File: config.mk
export PLATFORM = sky130hd
export DESIGN_NAME = itc_interval_timer
export DESIGN_NICKNAME = d
export VERILOG_FILES = /design/src/rtl/itc_interval_timer.v
export VERILOG_INCLUDE_DIRS = /design/src /design/src/shared
export SDC_FILE = /design/constraint.sdc
export NUM_CORES = 1
export LEC_CHECK = 0
export ABC_AREA = 1
export ABC_CLOCK_PERIOD_IN_PS = 3300
export BUFFER_PORTS_ARGS = -buffer_cell sky130_fd_sc_hd__buf_2
export CAP_MARGIN = 10
export CORE_ASPECT_RATIO = 1.1
export CORE_MARGIN = 3
export CORE_UTILIZATION = 49
export DETAILED_ROUTE_END_ITERATION = 6
export PLACE_DENSITY = 0.88
export SETUP_SLACK_MARGIN = 0.1
export SLEW_MARGIN = 15
export SYNTH_ARGS = -nofsm -noshare
export SYNTH_HDL_FRONTEND = slang
export SYNTH_SLANG_ARGS = --single-unit
File: constraint.sdc
create_clock -name clk_sys_i -period 3.3 [get_ports clk_sys_i]
set_input_delay 0.165 -clock clk_sys_i [delete_from_list [all_inputs] [get_ports clk_sys_i]]
set_output_delay 0.165 -clock clk_sys_i [all_outputs]
set_load 0.02 [all_outputs]
File: src/shared/itc_defines.vh
// register map, field positions, reset values and timing counts
`ifndef ITC_DEFINES_VH
`define ITC_DEFINES_VH

// ---------------------------------------------------------------
// register byte offsets (printed offsets are indices, byte = 4x)
// ---------------------------------------------------------------
`define ITC_IDX_TIMER_CFG     8'h31
`define ITC_IDX_CLKOUT_CFG    8'h32
`define ITC_IDX_STATUS_CTL    8'hFF
`define ITC_ADDR_TIMER_CFG    12'h0C4
`define ITC_ADDR_CLKOUT_CFG   12'h0C8
`define ITC_ADDR_STATUS_CTL   12'h3FC
`define ITC_ADDR_RELOAD_LO    12'h400
`define ITC_ADDR_RELOAD_HI    12'h404
`define ITC_ADDR_COUNT        12'h408
`define ITC_ADDR_IRQ_STATUS   12'h40C
`define ITC_ADDR_IRQ_CLEAR    12'h410
`define ITC_ADDR_IRQ_ENABLE   12'h414
`define ITC_ADDR_CPU_CLK_CFG  12'h418

// ---------------------------------------------------------------
// reset values
// ---------------------------------------------------------------
`define ITC_RST_TIMER_CFG     8'h8F
`define ITC_RST_CLKOUT_CFG    8'h00
`define ITC_RST_STATUS_POR    8'h10
`define ITC_RST_RELOAD        12'h000
`define ITC_RST_CPU_DIV       3'h7

// ---------------------------------------------------------------
// field positions
// ---------------------------------------------------------------
`define ITC_SCR_WATCHDOG_RESET_FLAG          5
`define ITC_SCR_POWER_ON_RESET_FLAG          4
`define ITC_SCR_SLEEP         3
`define ITC_SCR_STOP          0

// ---------------------------------------------------------------
// source select codes
// ---------------------------------------------------------------
`define ITC_SRC_INT24         2'h0
`define ITC_SRC_EXT           2'h1
`define ITC_SRC_LP32          2'h2
`define ITC_SRC_CAP           2'h3

// ---------------------------------------------------------------
// timing: oscillator recovery in low-power cycles
// ---------------------------------------------------------------
`define ITC_WAKE_LP_CYCLES    2'h3

`endif

File: src/rtl/itc_interval_timer.v
// interval timer with clock prescalers, clock-out select and reset status
//
// The APB slave port was left to the implementer.
`timescale 1ns/1ps
// How it works
// - interval source: external, 24 MHz, 32 kHz or capture clock
// - interval prescaler divides by one, two, three or four
// - 12-bit down counter restarted from software reload register
// - at zero the next timer tick loads reload instead of counting
// - reload readable and writable while running; software avoids split writes
// - interrupt request raised on every reload
// - capture source: external, 24 MHz or 32 kHz oscillator
// - capture prescaler divides by two, four, six or eight
// - sleep entry forces processor clock to internal oscillator, stops it
// - wake runs internal oscillator, usable after three 32 kHz cycles
// - power-on or watchdog reset restores defaults, disables interrupts
// - separate power-on and watchdog flags record reset cause
// - processor fetches from address zero after any reset
// - internal clocking mode active after reset until changed
// - power-on processor clock is 24 MHz divided by eight
// - power-on loads status with only the power-on flag set
// - power-on flag set by hardware, clearable but not settable
`include "itc_defines.vh"

module itc_interval_timer #(
    parameter CNT_W = 12
) (
    input  wire        clk_sys_i,
    input  wire        rst_i,
    input  wire        por_i,
    input  wire        watchdog_reset_i,
    input  wire        osc24_tick_i,
    input  wire        ext_tick_i,
    input  wire        lp32_tick_i,
    input  wire        osc24_lvl_i,
    input  wire        ext_lvl_i,
    input  wire        lp32_lvl_i,
    input  wire        sleep_entry_i,
    input  wire        wake_i,
    input  wire        psel,
    input  wire        penable,
    input  wire        pwrite,
    input  wire [11:0] paddr,
    input  wire [31:0] pwdata,
    output wire        pready,
    output reg  [31:0] prdata,
    output wire        pslverr,
    output wire        irq_o,
    output reg         clock_output_o,
    output reg         osc24_run_o,
    output reg         osc_ready_o,
    output reg         cpu_clk_sel_ext_o,
    output reg  [2:0]  cpu_clk_div_o,
    output reg         cpu_reset_o,
    output wire [15:0] fetch_addr_o
);

    // ---------------------------------------------------------------
    // registers
    // ---------------------------------------------------------------
    reg  [7:0]       timer_cfg;
    reg  [1:0]       clock_output_select;
    reg              watchdog_reset_flag;
    reg              power_on_reset_flag;
    reg              sleep_bit;
    reg              stop_bit;
    reg  [CNT_W-1:0] interval_reload_register;
    reg  [CNT_W-1:0] interval_down_timer;
    reg              irq_status;
    reg              irq_enable;
    reg  [2:0]       cap_cnt;
    reg  [1:0]       itv_cnt;
    reg  [1:0]       wake_cnt;
    reg              waking;
    reg              capture_timer_clock;

    wire             any_reset = rst_i | por_i | watchdog_reset_i;
    wire             wr = psel & penable & pwrite;
    wire             rd = psel & penable & ~pwrite;
    wire             mapped;

    assign pready  = 1'b1;   // zero wait states
    assign pslverr = psel & penable & ~mapped;
    assign fetch_addr_o = 16'h0000;

    // ---------------------------------------------------------------
    // capture clock: select and divide by 2/4/6/8
    // ---------------------------------------------------------------
    reg cap_src_tick;
    always @* begin
        case (timer_cfg[5:4])
            `ITC_SRC_INT24: cap_src_tick = osc24_tick_i;
            `ITC_SRC_EXT:   cap_src_tick = ext_tick_i;
            `ITC_SRC_LP32:  cap_src_tick = lp32_tick_i;
            default:        cap_src_tick = 1'b0;
        endcase
    end

    // half period is (field+1) source ticks, so full divide is 2..8
    wire cap_half_done = cap_src_tick & (cap_cnt[1:0] == timer_cfg[7:6]);
    wire cap_tick = cap_half_done & capture_timer_clock;
    always @(posedge clk_sys_i) begin
        if (any_reset) begin
            cap_cnt             <= 3'h0;
            capture_timer_clock <= 1'b0;
        end else if (cap_half_done) begin
            cap_cnt             <= 3'h0;
            capture_timer_clock <= ~capture_timer_clock;
        end else if (cap_src_tick) begin
            cap_cnt <= cap_cnt + 3'h1;
        end
    end

    // ---------------------------------------------------------------
    // interval clock: select and divide by 1..4
    // ---------------------------------------------------------------
    reg itv_src_tick;
    always @* begin
        case (timer_cfg[1:0])
            `ITC_SRC_INT24: itv_src_tick = osc24_tick_i;
            `ITC_SRC_EXT:   itv_src_tick = ext_tick_i;
            `ITC_SRC_LP32:  itv_src_tick = lp32_tick_i;
            default:        itv_src_tick = cap_tick;
        endcase
    end

    wire interval_timer_clock = itv_src_tick & (itv_cnt == timer_cfg[3:2]);
    always @(posedge clk_sys_i) begin
        if (any_reset)
            itv_cnt <= 2'h0;
        else if (interval_timer_clock)
            itv_cnt <= 2'h0;
        else if (itv_src_tick)
            itv_cnt <= itv_cnt + 2'h1;
    end

    // ---------------------------------------------------------------
    // down counter with reload
    // ---------------------------------------------------------------
    wire reload_evt = interval_timer_clock &&
                      interval_down_timer == {CNT_W{1'b0}};
    always @(posedge clk_sys_i) begin
        if (any_reset)
            interval_down_timer <= `ITC_RST_RELOAD;
        else if (reload_evt)
            interval_down_timer <= interval_reload_register;
        else if (interval_timer_clock)
            interval_down_timer <= interval_down_timer - 1'b1;
    end

    // reload halves written separately; no shadowing, software's job
    always @(posedge clk_sys_i) begin
        if (any_reset) begin
            interval_reload_register <= `ITC_RST_RELOAD;
        end else if (wr && paddr == `ITC_ADDR_RELOAD_LO) begin
            interval_reload_register[7:0] <= pwdata[7:0];
        end else if (wr && paddr == `ITC_ADDR_RELOAD_HI) begin
            interval_reload_register[CNT_W-1:8] <= pwdata[CNT_W-9:0];
        end
    end

    // ---------------------------------------------------------------
    // interrupt: sticky status, set wins over clear
    // ---------------------------------------------------------------
    always @(posedge clk_sys_i) begin
        if (any_reset) begin
            irq_status <= 1'b0;
            irq_enable <= 1'b0;
        end else begin
            if (reload_evt)
                irq_status <= 1'b1;
            else if (wr && paddr == `ITC_ADDR_IRQ_CLEAR && pwdata[0])
                irq_status <= 1'b0;
            if (wr && paddr == `ITC_ADDR_IRQ_ENABLE)
                irq_enable <= pwdata[0];
        end
    end
    assign irq_o = irq_status & irq_enable;

    // ---------------------------------------------------------------
    // config and status registers
    // ---------------------------------------------------------------
    always @(posedge clk_sys_i) begin
        if (any_reset) begin
            timer_cfg           <= `ITC_RST_TIMER_CFG;
            clock_output_select <= 2'h0;
            sleep_bit           <= 1'b0;
            stop_bit            <= 1'b0;
        end else begin
            if (wr && paddr == `ITC_ADDR_TIMER_CFG)
                timer_cfg <= pwdata[7:0];
            if (wr && paddr == `ITC_ADDR_CLKOUT_CFG)
                clock_output_select <= pwdata[1:0];
            if (wake_i)
                sleep_bit <= 1'b0;
            else if (wr && paddr == `ITC_ADDR_STATUS_CTL)
                sleep_bit <= pwdata[`ITC_SCR_SLEEP];
            if (wr && paddr == `ITC_ADDR_STATUS_CTL)
                stop_bit <= pwdata[`ITC_SCR_STOP];
        end
    end

    // reset flags: por/watchdog set, software clears by writing 1
    always @(posedge clk_sys_i) begin
        if (por_i | rst_i) begin
            power_on_reset_flag <= 1'b1;
            watchdog_reset_flag <= 1'b0;
        end else if (watchdog_reset_i) begin
            watchdog_reset_flag <= 1'b1;
        end else if (wr && paddr == `ITC_ADDR_STATUS_CTL) begin
            // only a clear is possible; writing 0 leaves a flag alone
            if (pwdata[`ITC_SCR_POWER_ON_RESET_FLAG])
                power_on_reset_flag <= 1'b0;
            if (pwdata[`ITC_SCR_WATCHDOG_RESET_FLAG])
                watchdog_reset_flag <= 1'b0;
        end
    end

    // ---------------------------------------------------------------
    // processor clock, sleep and wake
    // ---------------------------------------------------------------
    always @(posedge clk_sys_i) begin
        if (any_reset) begin
            cpu_clk_sel_ext_o <= 1'b0;
            cpu_clk_div_o     <= `ITC_RST_CPU_DIV;
            osc24_run_o       <= 1'b1;
            osc_ready_o       <= 1'b1;
            waking            <= 1'b0;
            wake_cnt          <= 2'h0;
        end else if (sleep_entry_i) begin
            cpu_clk_sel_ext_o <= 1'b0;
            osc24_run_o       <= 1'b0;
            osc_ready_o       <= 1'b0;
            waking            <= 1'b0;
        end else if (wake_i) begin
            osc24_run_o <= 1'b1;
            waking      <= 1'b1;
            wake_cnt    <= 2'h0;
        end else if (waking) begin
            if (lp32_tick_i && wake_cnt == `ITC_WAKE_LP_CYCLES - 2'h1) begin
                waking      <= 1'b0;
                osc_ready_o <= 1'b1;
            end else if (lp32_tick_i) begin
                wake_cnt <= wake_cnt + 2'h1;
            end
        end else if (wr && paddr == `ITC_ADDR_CPU_CLK_CFG) begin
            // external choice is not restored on wake
            cpu_clk_sel_ext_o <= pwdata[0];
            cpu_clk_div_o     <= pwdata[6:4];
        end
    end

    // ---------------------------------------------------------------
    // clock output mux, registered
    // ---------------------------------------------------------------
    always @(posedge clk_sys_i) begin
        if (rst_i) begin
            clock_output_o <= 1'b0;
            cpu_reset_o    <= 1'b1;
        end else begin
            cpu_reset_o <= por_i | watchdog_reset_i;
            case (clock_output_select)
                2'h0:    clock_output_o <= osc24_lvl_i;
                2'h1:    clock_output_o <= ext_lvl_i;
                2'h2:    clock_output_o <= lp32_lvl_i;
                default: clock_output_o <= osc24_lvl_i & osc24_run_o;
            endcase
        end
    end

    // ---------------------------------------------------------------
    // read mux, registered data lags nothing: pready is always high
    // ---------------------------------------------------------------
    reg [31:0] rd_val;
    reg        hit;
    always @* begin
        rd_val = 32'h0000_0000;
        hit    = 1'b1;
        case (paddr)
            `ITC_ADDR_TIMER_CFG:   rd_val[7:0] = timer_cfg;
            `ITC_ADDR_CLKOUT_CFG:  rd_val[1:0] = clock_output_select;
            `ITC_ADDR_STATUS_CTL:  rd_val[7:0] = {2'b00,
                                       watchdog_reset_flag,
                                       power_on_reset_flag, sleep_bit,
                                       2'b00, stop_bit};
            `ITC_ADDR_RELOAD_LO:   rd_val[7:0] = interval_reload_register[7:0];
            `ITC_ADDR_RELOAD_HI:   rd_val[CNT_W-9:0] =
                                       interval_reload_register[CNT_W-1:8];
            `ITC_ADDR_COUNT:       rd_val[CNT_W-1:0] = interval_down_timer;
            `ITC_ADDR_IRQ_STATUS:  rd_val[0] = irq_status;
            `ITC_ADDR_IRQ_CLEAR:   rd_val = 32'h0000_0000;
            `ITC_ADDR_IRQ_ENABLE:  rd_val[0] = irq_enable;
            `ITC_ADDR_CPU_CLK_CFG: rd_val[6:0] = {cpu_clk_div_o, 3'b000,
                                       cpu_clk_sel_ext_o};
            default:               hit = 1'b0;
        endcase
    end
    assign mapped = hit;

    // data output from a flip-flop, loaded on the setup cycle
    always @(posedge clk_sys_i) begin
        if (rst_i)
            prdata <= 32'h0000_0000;
        else if (psel & ~penable & ~pwrite)
            prdata <= rd_val;
    end

endmodule

# --- Word-level counts from Yosys, hierarchy flattened ---
# Cells that the tools add are included.
totals:
  register_bits: 69
  out_inout_bits: 59
classes:
  reduce_logical: 36
  bitwise_logic: 22
  eq_ne: 21
  mux: 30
  addsub: 4
op_table:
  columns: ["cell", "count"]
  rows:
  - ["12-bit by 11-bit == test with 1-bit output, second input constant", 7]
  - ["12-bit by 8-bit == test with 1-bit output, second input constant", 2]
  - ["12-bit two-way mux", 2]
  - ["2-bit nonzero test", 9]
  - ["1-bit two-way mux", 15]
  - ["3-bit case mux with 5 select lines", 1]
  - ["12-bit by 10-bit == test with 1-bit output, second input constant", 1]
  - ["12-bit logical NOT", 1]
  - ["1-bit case mux with 3 select lines", 4]
  - ["12-bit by 1-bit subtractor with 12-bit output, second input constant", 1]
  - ["1-bit logical AND", 11]
  - ["1-bit bitwise AND", 10]
  - ["2-bit case mux with 5 select lines", 1]
  - ["10-bit OR reduction", 1]
  - ["1-bit NOT", 9]
  - ["1-bit case mux with 9 select lines", 1]
  - ["3-bit AND reduction", 3]
  - ["2-bit == test, second input constant", 4]
  - ["2-bit two-way mux", 4]
  - ["4-bit AND reduction", 2]
  - ["2-bit OR reduction", 4]
  - ["2-bit by 1-bit == test with 1-bit output, second input constant", 3]
  - ["2-bit logical NOT", 3]
  - ["1-bit case mux with 5 select lines", 1]
  - ["7 further kinds", 13]

# --- Longest topological paths before layout ---
# Gate-level depths: netlist of run 1.
depth:
  depth_word: 8
  mapped_depth: 12
  depth_no_buf: 11

# --- Worst setup path before layout of run 1 ---
# No wires, ideal clock.
synth_path:
  path_type: "reg-to-reg"
  startpoint: "register interval_down_timer[0]"
  endpoint: "register interval_down_timer[6]"
  setup_ns: 0.113
  stages_incl_launch_ff: 11
  arrival_time_ns: 1.376
  path_slack_ns: 1.811
  required_ns: 3.187
  cell_sequence: "dfxtp_1 inv_1 ha_1 nand2_1 nor4_1 nand3_1 buf_2 nand2_1 o21ai_0 nor2_1 nor2_1"
synth_between:
  elab_chain_cells: 3
  word_cells_on_any_way: 6
synth_lines:
  columns: ["element", "line", "source"]
  rows:
  - ["start: declaration", "itc_interval_timer.v:68", "reg [CNT_W-1:0] interval_down_timer;"]
  - ["start signal: assignment", "itc_interval_timer.v:144", "interval_down_timer <= `ITC_RST_RELOAD;"]
  - ["start signal: assignment", "itc_interval_timer.v:146", "interval_down_timer <= interval_reload_register;"]
  - ["start signal: assignment", "itc_interval_timer.v:148", "interval_down_timer <= interval_down_timer - 1'b1;"]
  - ["12-bit by 1-bit subtractor with 12-bit output or 12-bit logical NOT (tied branches)", "itc_interval_timer.v:148, itc_interval_timer.v:141", null]
  - ["12-bit two-way mux or 1-bit logical AND (tied branches)", "itc_interval_timer.v:147, itc_interval_timer.v:140", null]
  - ["12-bit two-way mux or 2-bit nonzero test (tied branches)", null, null]
# Parallel ways exist; a longest one is shown, timed or not. The select of a mux whose other input is x is not followed.
# A chain may end at the register's enable or synchronous reset.

# --- Final worst setup path of run 1 ---
layout_path:
  startpoint: "input por_i"
  endpoint: "register interval_down_timer[10]"
layout_between:
  elab_chain_cells: 2
layout_lines:
  columns: ["element", "line", "source"]
  rows:
  - ["start: declaration", "itc_interval_timer.v:30", "input wire por_i,"]
  - ["1-bit OR (2 in a row)", "itc_interval_timer.v:77", "wire any_reset = rst_i | por_i | watchdog_reset_i;"]
# No other way between the ends.

==> results of run 1 <==
## sequential cells by signal, summed over array words and instances (netlist names), 2 cells and up
name / flops
interval_down_timer: 12
interval_reload_register: 12
prdata: 12
timer_cfg: 8
cpu_clk_div_o: 3
cap_cnt: 2
clock_output_select: 2
itv_cnt: 2
wake_cnt: 2
## metal layers
metal	vias to the layer above	share of wire (%)	wire length [um]
li1	1927	-	-
met1	1833	39	3970
met2	236	48	4940
met3	58	8.6	881
met4	0	4.5	460
met5	-	0	0
## stage by stage
stage | power [mW] | setup WS (ns) | cells
final | 1.80 | 1.17 | 747
after global routing | 1.85 | 0.994 | 747
after CTS | 1.80 | 1.22 | 747
after detailed placement | 1.00 | 1.24 | 730
after global placement | 1.00 | 1.33 | 730
after floorplan | 0.983 | 1.81 | 617
## power groups by stage
| stage | sequential, mW | clock, mW | combinational (mW) |
|---|---|---|---|
| floorplan | 0.861 | 0 | 0.121 |
| global placement | 0.852 | 0 | 0.148 |
| detailed placement | 0.852 | 0 | 0.151 |
| CTS | 0.833 | 0.809 | 0.153 |
| global route | 0.834 | 0.846 | 0.169 |
| finish | 0.833 | 0.808 | 0.156 |
## area by class of cell
class,instances,area [um^2]
inverter,73,274
sequential,68,1360
fill,673,3230
tap,105,131
timing repair buffer,58,298
multi-input combinational,427,2070
clock buffer,11,151
clock inverter,5,82.6
## what timing repair did
item,4_1_cts,5_1_grt
resized for setup,0,0
setup endpoints to repair,0,0
hold endpoints to repair,1,0
hold buffers,1,0
## cell families after synthesis
kind of cell | synth area share [%]
xor+xnor | 1.79
fa+ha+maj | 0.958
flops | 34.7
other cells | 0.192
buf+inv | 15.9
simple gates | 30.7
compound gates | 15.7
## critical path: cells and delay by family
family	cells	cell delay, ns
AOI/OAI and AO/OA	1	0.20
and+or+nand+nor	5	0.74
buffers and inverters	3	1.31
## worst paths after layout
| check | slack, ns | endpoint | cells past startpoint | from |
|---|---|---|---|---|
| setup / recovery | 1.17 | interval_down_timer[10] | 9 | por_i |
| hold / removal | 0.06 | timer_cfg[7] | 3 | pwdata[7] |
| setup reg to reg | 1.25 | irq_status | 8 | interval_down_timer[0] |
| hold reg to reg | 0.46 | power_on_reset_flag | 2 | power_on_reset_flag |
## cells in the final DEF (no fill, tap or decap), types with 8 or more instances in the layout
| master | instances |
|---|---|
| sky130_fd_sc_hd__a21oi_1 | 37 |
| sky130_fd_sc_hd__buf_2 | 56 |
| sky130_fd_sc_hd__clkbuf_8 | 11 |
| sky130_fd_sc_hd__conb_1 | 37 |
| sky130_fd_sc_hd__dfxtp_1 | 68 |
| sky130_fd_sc_hd__inv_1 | 66 |
| sky130_fd_sc_hd__nand2_1 | 109 |
| sky130_fd_sc_hd__nand2_2 | 10 |
| sky130_fd_sc_hd__nand3_1 | 42 |
| sky130_fd_sc_hd__nor2_1 | 77 |
| sky130_fd_sc_hd__o21ai_0 | 45 |
| sky130_fd_sc_hd__xor2_1 | 8 |
==> impl_metrics.ini, run 1 <==
[setup_path]
crit_path_end_kind = register
critical_path.cell_chain = dlygate4sd3_1 -> buf_2 -> nor2_1 -> nand2_1 -> inv_2 -> o21ai_0 -> nor2_1 -> nand2_1 -> nand2_1
worst_ep_arrival_time_ns = 2.43
path_common_cell = sky130_fd_sc_hd__nand2_1
path_class = in -> reg
worst_path_largest_cell_delay_ns = 0.65
crit_path_start_kind = input pin
cp_max_fo = 41
cp_data_required_time_ns = 3.60
slowest_stage = sky130_fd_sc_hd__inv_2

[clock_network]
cts.root.buffer_cell = sky130_fd_sc_hd__clkbuf_8
cts_inserted_buffers = 9
cts_buffer_depth = 2
cts_tree = built
post-cts-setup-buffers = 0
worst_skew_pair.late_latency_ns = 0.35
cts.reportedPaths.clkPinSlew_ns = 0.08
cts_num_sinks = 68
ctsHtreeMaxLevel = 3

[worst_hold_path]
hold_path_class = in -> reg

[pwr]
cellInternalPower_mw = 1.34
switching_power_uw = 460
clock_power_share_pct = 45.0
sw_frac_of_total_pct = 25.6
cellLeakagePower_nw = 2.06
power_frac_comb_pct = 8.7
max-vdd-ir-drop_mv = 0.354
power_density_mw_per_mm2 = 411
pwr-share-seq_pct = 46.4

[global_routing]
gr-total-overflow = 0
antenna_found_initial = 0
global_route.usage.met1_pct = 26.2
wire_length_of_the_first_global_routing_pass_um = 16600
maximum_number_of_pins_on_one_net_before_global_route_repair = 42
groute.layer.met2.usage_pct = 38.2
grt_max_usage_layer = met2
grt_usage_pct = 22.4
via_count_of_the_first_global_routing_pass = 3681
global_route_track_usage_on_met3_pct = 4.95

[drt]
route.detailed.drc = 0
initialDrtViolationCount = 427
postRouteAntennaNets = 0
route.detailed.vias_per_inst = 5.43
drt-pass1-iter-count = 5
routed_wire_length_per_instance_um = 13.7
via_count = 4054
wl_um = 10300

[placement]
port_buffers = 56
post-dp-hpwl_um = 7550
routability_cong = 0.904
placed_cell_area_mm2 = 0.00413

[synth]
synth.avg_cell_area_um2 = 6.73
yosys_warnings = 0
count_of_flip_flops_with_a_built_in_enable_after_synthesis = 0
cells_after_synthesis = 582
post_synth_main_area_contributors = sky130_fd_sc_hd__dfxtp_1, sky130_fd_sc_hd__nand2_1, sky130_fd_sc_hd__buf_4
synth.ff_latch_count = 68
most_repeated_cell_in_the_gate_level_netlist_after_synthesis = sky130_fd_sc_hd__nand2_1
netlist.top_cell.by_area = sky130_fd_sc_hd__dfxtp_1
synth.top_cells.by_count = sky130_fd_sc_hd__nand2_1, sky130_fd_sc_hd__nor2_1, sky130_fd_sc_hd__dfxtp_1
post_synth_instance_area_mm2 = 0.00392
synth.yosys.seq_area_share_pct = 34.7
share_of_flip_flops_with_an_asynchronous_set_or_reset_pct = 0
synth.distinct_cells = 35
synth_top_flop_cell = sky130_fd_sc_hd__dfxtp_1
synth.top_cell.area_share_pct = 34.7

[timing]
rsz0062_at_grt = false
highest_clock_rate_mhz = 470
final_slew_violations = 0
final_period_minus_worst_setup_slack_ns = 2.13
worst_max_slew_pin_slew_ns = 0.724
clock_skew_ns = 0.0120
setup_total_neg_slack_ns = 0
worst_slew_margin_rel_pct = 51.5
finalSetupViolations = 0
hold_viol_final = 0
layout_worst_path_cycle_share_pct = 64.5
hold_slack_ns = 0.0578

[die]
placement_rows = 33
total_die_area_mm2 = 0.00911
core_mm2 = 0.00760
die_y_um = 99.8
initial_core_util_pct = 51.6
io-pin-count = 118
dieWidth_um = 91.3

[layout]
final_core_util_pct = 57.5
layout.nets = 699
n_antenna_cell = 0
post_route_cells_drive_above_1_share_pct = 16.4
finish.instance_area_mm2 = 0.00437
flow.area_growth_from_synthesis_pct = 11.5

[job]
max-cap-violations = 0

[outcome]
outcome = finished clean
Power figures use the tool's default switching activity.
==> inputs of run 2 (changes only) <==
--- a/config.mk
+++ b/config.mk
@@ -6,15 +6,15 @@
 export SDC_FILE = /design/constraint.sdc
 export NUM_CORES = 1
 export LEC_CHECK = 0
-export ABC_AREA = 1
-export ABC_CLOCK_PERIOD_IN_PS = 3300
+export ABC_AREA = 0
+export ABC_CLOCK_PERIOD_IN_PS = 2070
 export BUFFER_PORTS_ARGS = -buffer_cell sky130_fd_sc_hd__buf_2
 export CAP_MARGIN = 10
 export CORE_ASPECT_RATIO = 1.1
 export CORE_MARGIN = 3
 export CORE_UTILIZATION = 49
 export DETAILED_ROUTE_END_ITERATION = 6
-export PLACE_DENSITY = 0.88
+export PLACE_DENSITY = 0.87
 export SETUP_SLACK_MARGIN = 0.1
 export SLEW_MARGIN = 15
 export SYNTH_ARGS = -nofsm -noshare
==> constraint.sdc (replaced) <==
create_clock -name clk_sys_i -period 2.07 [get_ports clk_sys_i]
set_input_delay 0.1035 -clock clk_sys_i [delete_from_list [all_inputs] [get_ports clk_sys_i]]
set_output_delay 0.1035 -clock clk_sys_i [all_outputs]
set_load 0.02 [all_outputs]
==> impl_metrics.ini, run 2 <==
[global_routing]
gr-total-overflow = 0
via_count_of_the_first_global_routing_pass = 3415
maximum_number_of_pins_on_one_net_before_global_route_repair = 38
grt_usage_pct = 23.3
wire_length_of_the_first_global_routing_pass_um = 17200
antenna_found_initial = 0

[setup_path]
critical_path.cell_chain = mux2i_1 -> o21ai_1 -> a31o_2 -> nand2_1 -> o31ai_1
worstReg2RegStart = timer_cfg[5]
cp_max_fo = 11
slowest_stage = sky130_fd_sc_hd__dfxtp_1
path_class = reg -> reg
crit_path_end_kind = register
worst_ep_arrival_time_ns = 2.11
worst_path_largest_cell_delay_ns = 0.38
cp_data_required_time_ns = 2.32
buffers_and_inverters_on_the_worst_path = 0
rrSetupSlack_ns = 0.21
crit-reg2reg-capture = interval_down_timer[4]
worstRegToRegCells = 5
critical-path-top-delay-family = compound AO/OA/AOI/OAI gates
crit_path_start_kind = register

[placement]
port_buffers = 56
routability_cong = 0.983
post-dp-hpwl_um = 8050

[timing]
hold_slack_ns = 0.0305
hold_viol_final = 0
worst_slew_margin_rel_pct = 65.4
final_period_minus_worst_setup_slack_ns = 1.86
highest_clock_rate_mhz = 537
final_slew_violations = 0
worst_max_slew_pin_slew_ns = 0.518
rsz0062_at_grt = false
setup_total_neg_slack_ns = 0
clock_skew_ns = 0.00655
finalSetupViolations = 0
layout_worst_path_cycle_share_pct = 90.0

[synth]
dominant_combinational_cell_family_by_area_after_synthesis = simple AND/OR/NAND/NOR gates
count_of_flip_flops_with_a_built_in_enable_after_synthesis = 0
synth.avg_cell_area_um2 = 8.50
post_synth_main_area_contributors = sky130_fd_sc_hd__dfxtp_1, sky130_fd_sc_hd__buf_4, sky130_fd_sc_hd__nand3_1
post_synth_instance_area_mm2 = 0.00406
synth-xor-area-share_pct = 1.51
synth.top_cells.by_count = sky130_fd_sc_hd__dfxtp_1, sky130_fd_sc_hd__nand2_1, sky130_fd_sc_hd__buf_4
synth.top_cell.area_share_pct = 33.5
synth.distinct_cells = 69
synth_top_flop_cell = sky130_fd_sc_hd__dfxtp_1
most_repeated_cell_in_the_gate_level_netlist_after_synthesis = sky130_fd_sc_hd__dfxtp_1
yosys.area_share.adder_pct = 0.924
synth_simple_gate_area_share_pct = 27.2
synth_mux_area_share_pct = 4.71
cells_after_synthesis = 478
netlist.top_cell.by_area = sky130_fd_sc_hd__dfxtp_1
synth.ff_latch_count = 68
share_of_flip_flops_with_an_asynchronous_set_or_reset_pct = 0
yosys_warnings = 0
synth_compound_area_share_pct = 19.6
synth.yosys.seq_area_share_pct = 33.5

[die]
die_y_um = 102
dieWidth_um = 92.8
placement_rows = 34
initial_core_util_pct = 50.8
core_mm2 = 0.00800
io-pin-count = 118
total_die_area_mm2 = 0.00942

[layout]
largest_registers = interval_down_timer (12), interval_reload_register (12), prdata (12)
flow.area_growth_from_synthesis_pct = 12.8
commonest_non_fill_non_tap_cell_in_the_layout = sky130_fd_sc_hd__dfxtp_1
most-common-layout-cells = sky130_fd_sc_hd__dfxtp_1, sky130_fd_sc_hd__buf_2, sky130_fd_sc_hd__nand2_1
n_antenna_cell = 0
layout.nets = 596
post_route_cells_drive_above_1_share_pct = 23.4

[clock_network]
cts_tree = built
worst_skew_pair.late_latency_ns = 0.34
ctsHtreeMaxLevel = 3
cts_buffer_depth = 2
cts_inserted_buffers = 9
cts.reportedPaths.clkPinSlew_ns = 0.07
cts_num_sinks = 68
post-cts-setup-buffers = 0
cts.root.buffer_cell = sky130_fd_sc_hd__clkbuf_8

[drt]
postRouteAntennaNets = 0
routed_wire_length_per_instance_um = 16.9
initialDrtViolationCount = 363
route.detailed.vias_per_inst = 5.89
via_count = 3812
wl_um = 11000
drt-pass1-iter-count = 5
route.detailed.drc = 0

[worst_hold_path]
worst_hold_path.endpoint = cpu_clk_sel_ext_o
holdPathStages = 2
hold_path_class = in -> reg
hold_path.startpoint = sleep_entry_i

[pwr]
cellLeakagePower_nw = 1.75
power_density_mw_per_mm2 = 633
max-vdd-ir-drop_mv = 0.369

[job]
max-cap-violations = 0

[outcome]
outcome = finished clean
run 2: changes by cell type after synthesis, sizes merged, moves of 10 or more:
cell,delta
o21ai,-34
nand2,-75
nor2,-44
clkbuf,+11
inv,-65
mux2i,+18
a22oi,+11
o31ai,+10
run 2: what timing repair did:
| item | CTS | global route |
|---|---|---|
| hold endpoints to repair | 1 | 0 |
| setup endpoints to repair | 0 | 10 |
| gates resized for setup | 0 | 8 |
| hold buffers | 1 | 0 |
run 2: power breakdown:
group | switching (mW) | total (mW) | leakage, nW | internal [mW]
clock | 0.513 | 1.31 | 0.117 | 0.798
sequential | 0.00512 | 1.32 | 0.550 | 1.32
combinational | 0.193 | 0.267 | 1.08 | 0.0743
total | 0.710 | 2.90 | 1.75 | 2.19
run 2: kinds of logic (layout without fill, tap and decap cells):
kind of cell | Yosys count | count (layout)
adder cells (fa/ha/maj) | 3 | 3
XOR/XNOR | 7 | 7
flip-flops | 68 | 68
other | 2 | 37
AO/OA/AOI/OAI | 109 | 109
AND/OR/NAND/NOR | 195 | 195
multiplexers | 19 | 19
buffers and inverters | 75 | 101
run 2: area by class of cell:
cell class / instances / area [um^2]
Sequential cell: 68 / 1360
Tap cell: 108 / 135
Timing Repair Buffer: 77 / 469
Fill cell: 735 / 3410
Inverter: 8 / 30.0
Clock inverter: 5 / 100
Multi-Input combinational cell: 370 / 2360
Clock buffer: 11 / 131
run 2: through the flow:
stage | instances | util [%] | total power, mW | setup slack, ns | area (um^2)
after global placement | 630 | 53.9 | 1.61 | 0.240 | 4310
final | 647 | 57.3 | 2.90 | 0.206 | 4580
after floorplan | 513 | - | 1.58 | 0.331 | 4200
after detailed placement | 630 | 53.9 | 1.61 | 0.179 | 4310
after global routing | 647 | 57.3 | 3.00 | 0.0715 | 4580
after CTS | 647 | 56.9 | 2.91 | 0.102 | 4550
run 2: worst max-delay path by stage:
stage	from	endpoint	slack [ns]	cells after the start
finish	timer_cfg[5]	interval_down_timer[4]	0.21	5
global route	interval_down_timer[0]	interval_down_timer[9]	0.07	6
CTS	interval_down_timer[0]	interval_down_timer[9]	0.10	6
detailed placement	interval_down_timer[1]	interval_down_timer[5]	0.18	8
global placement	interval_down_timer[1]	interval_down_timer[7]	0.24	8
floorplan	interval_down_timer[0]	interval_down_timer[7]	0.33	9
run 2: layer usage:
metal	vias to the layer above	track usage, %	share of wire (%)
li1	1786	-	-
met1	1811	30.9	42
met2	189	37.5	48
met3	26	4.01	7.6
met4	0	9.70	2.6
met5	-	0	0
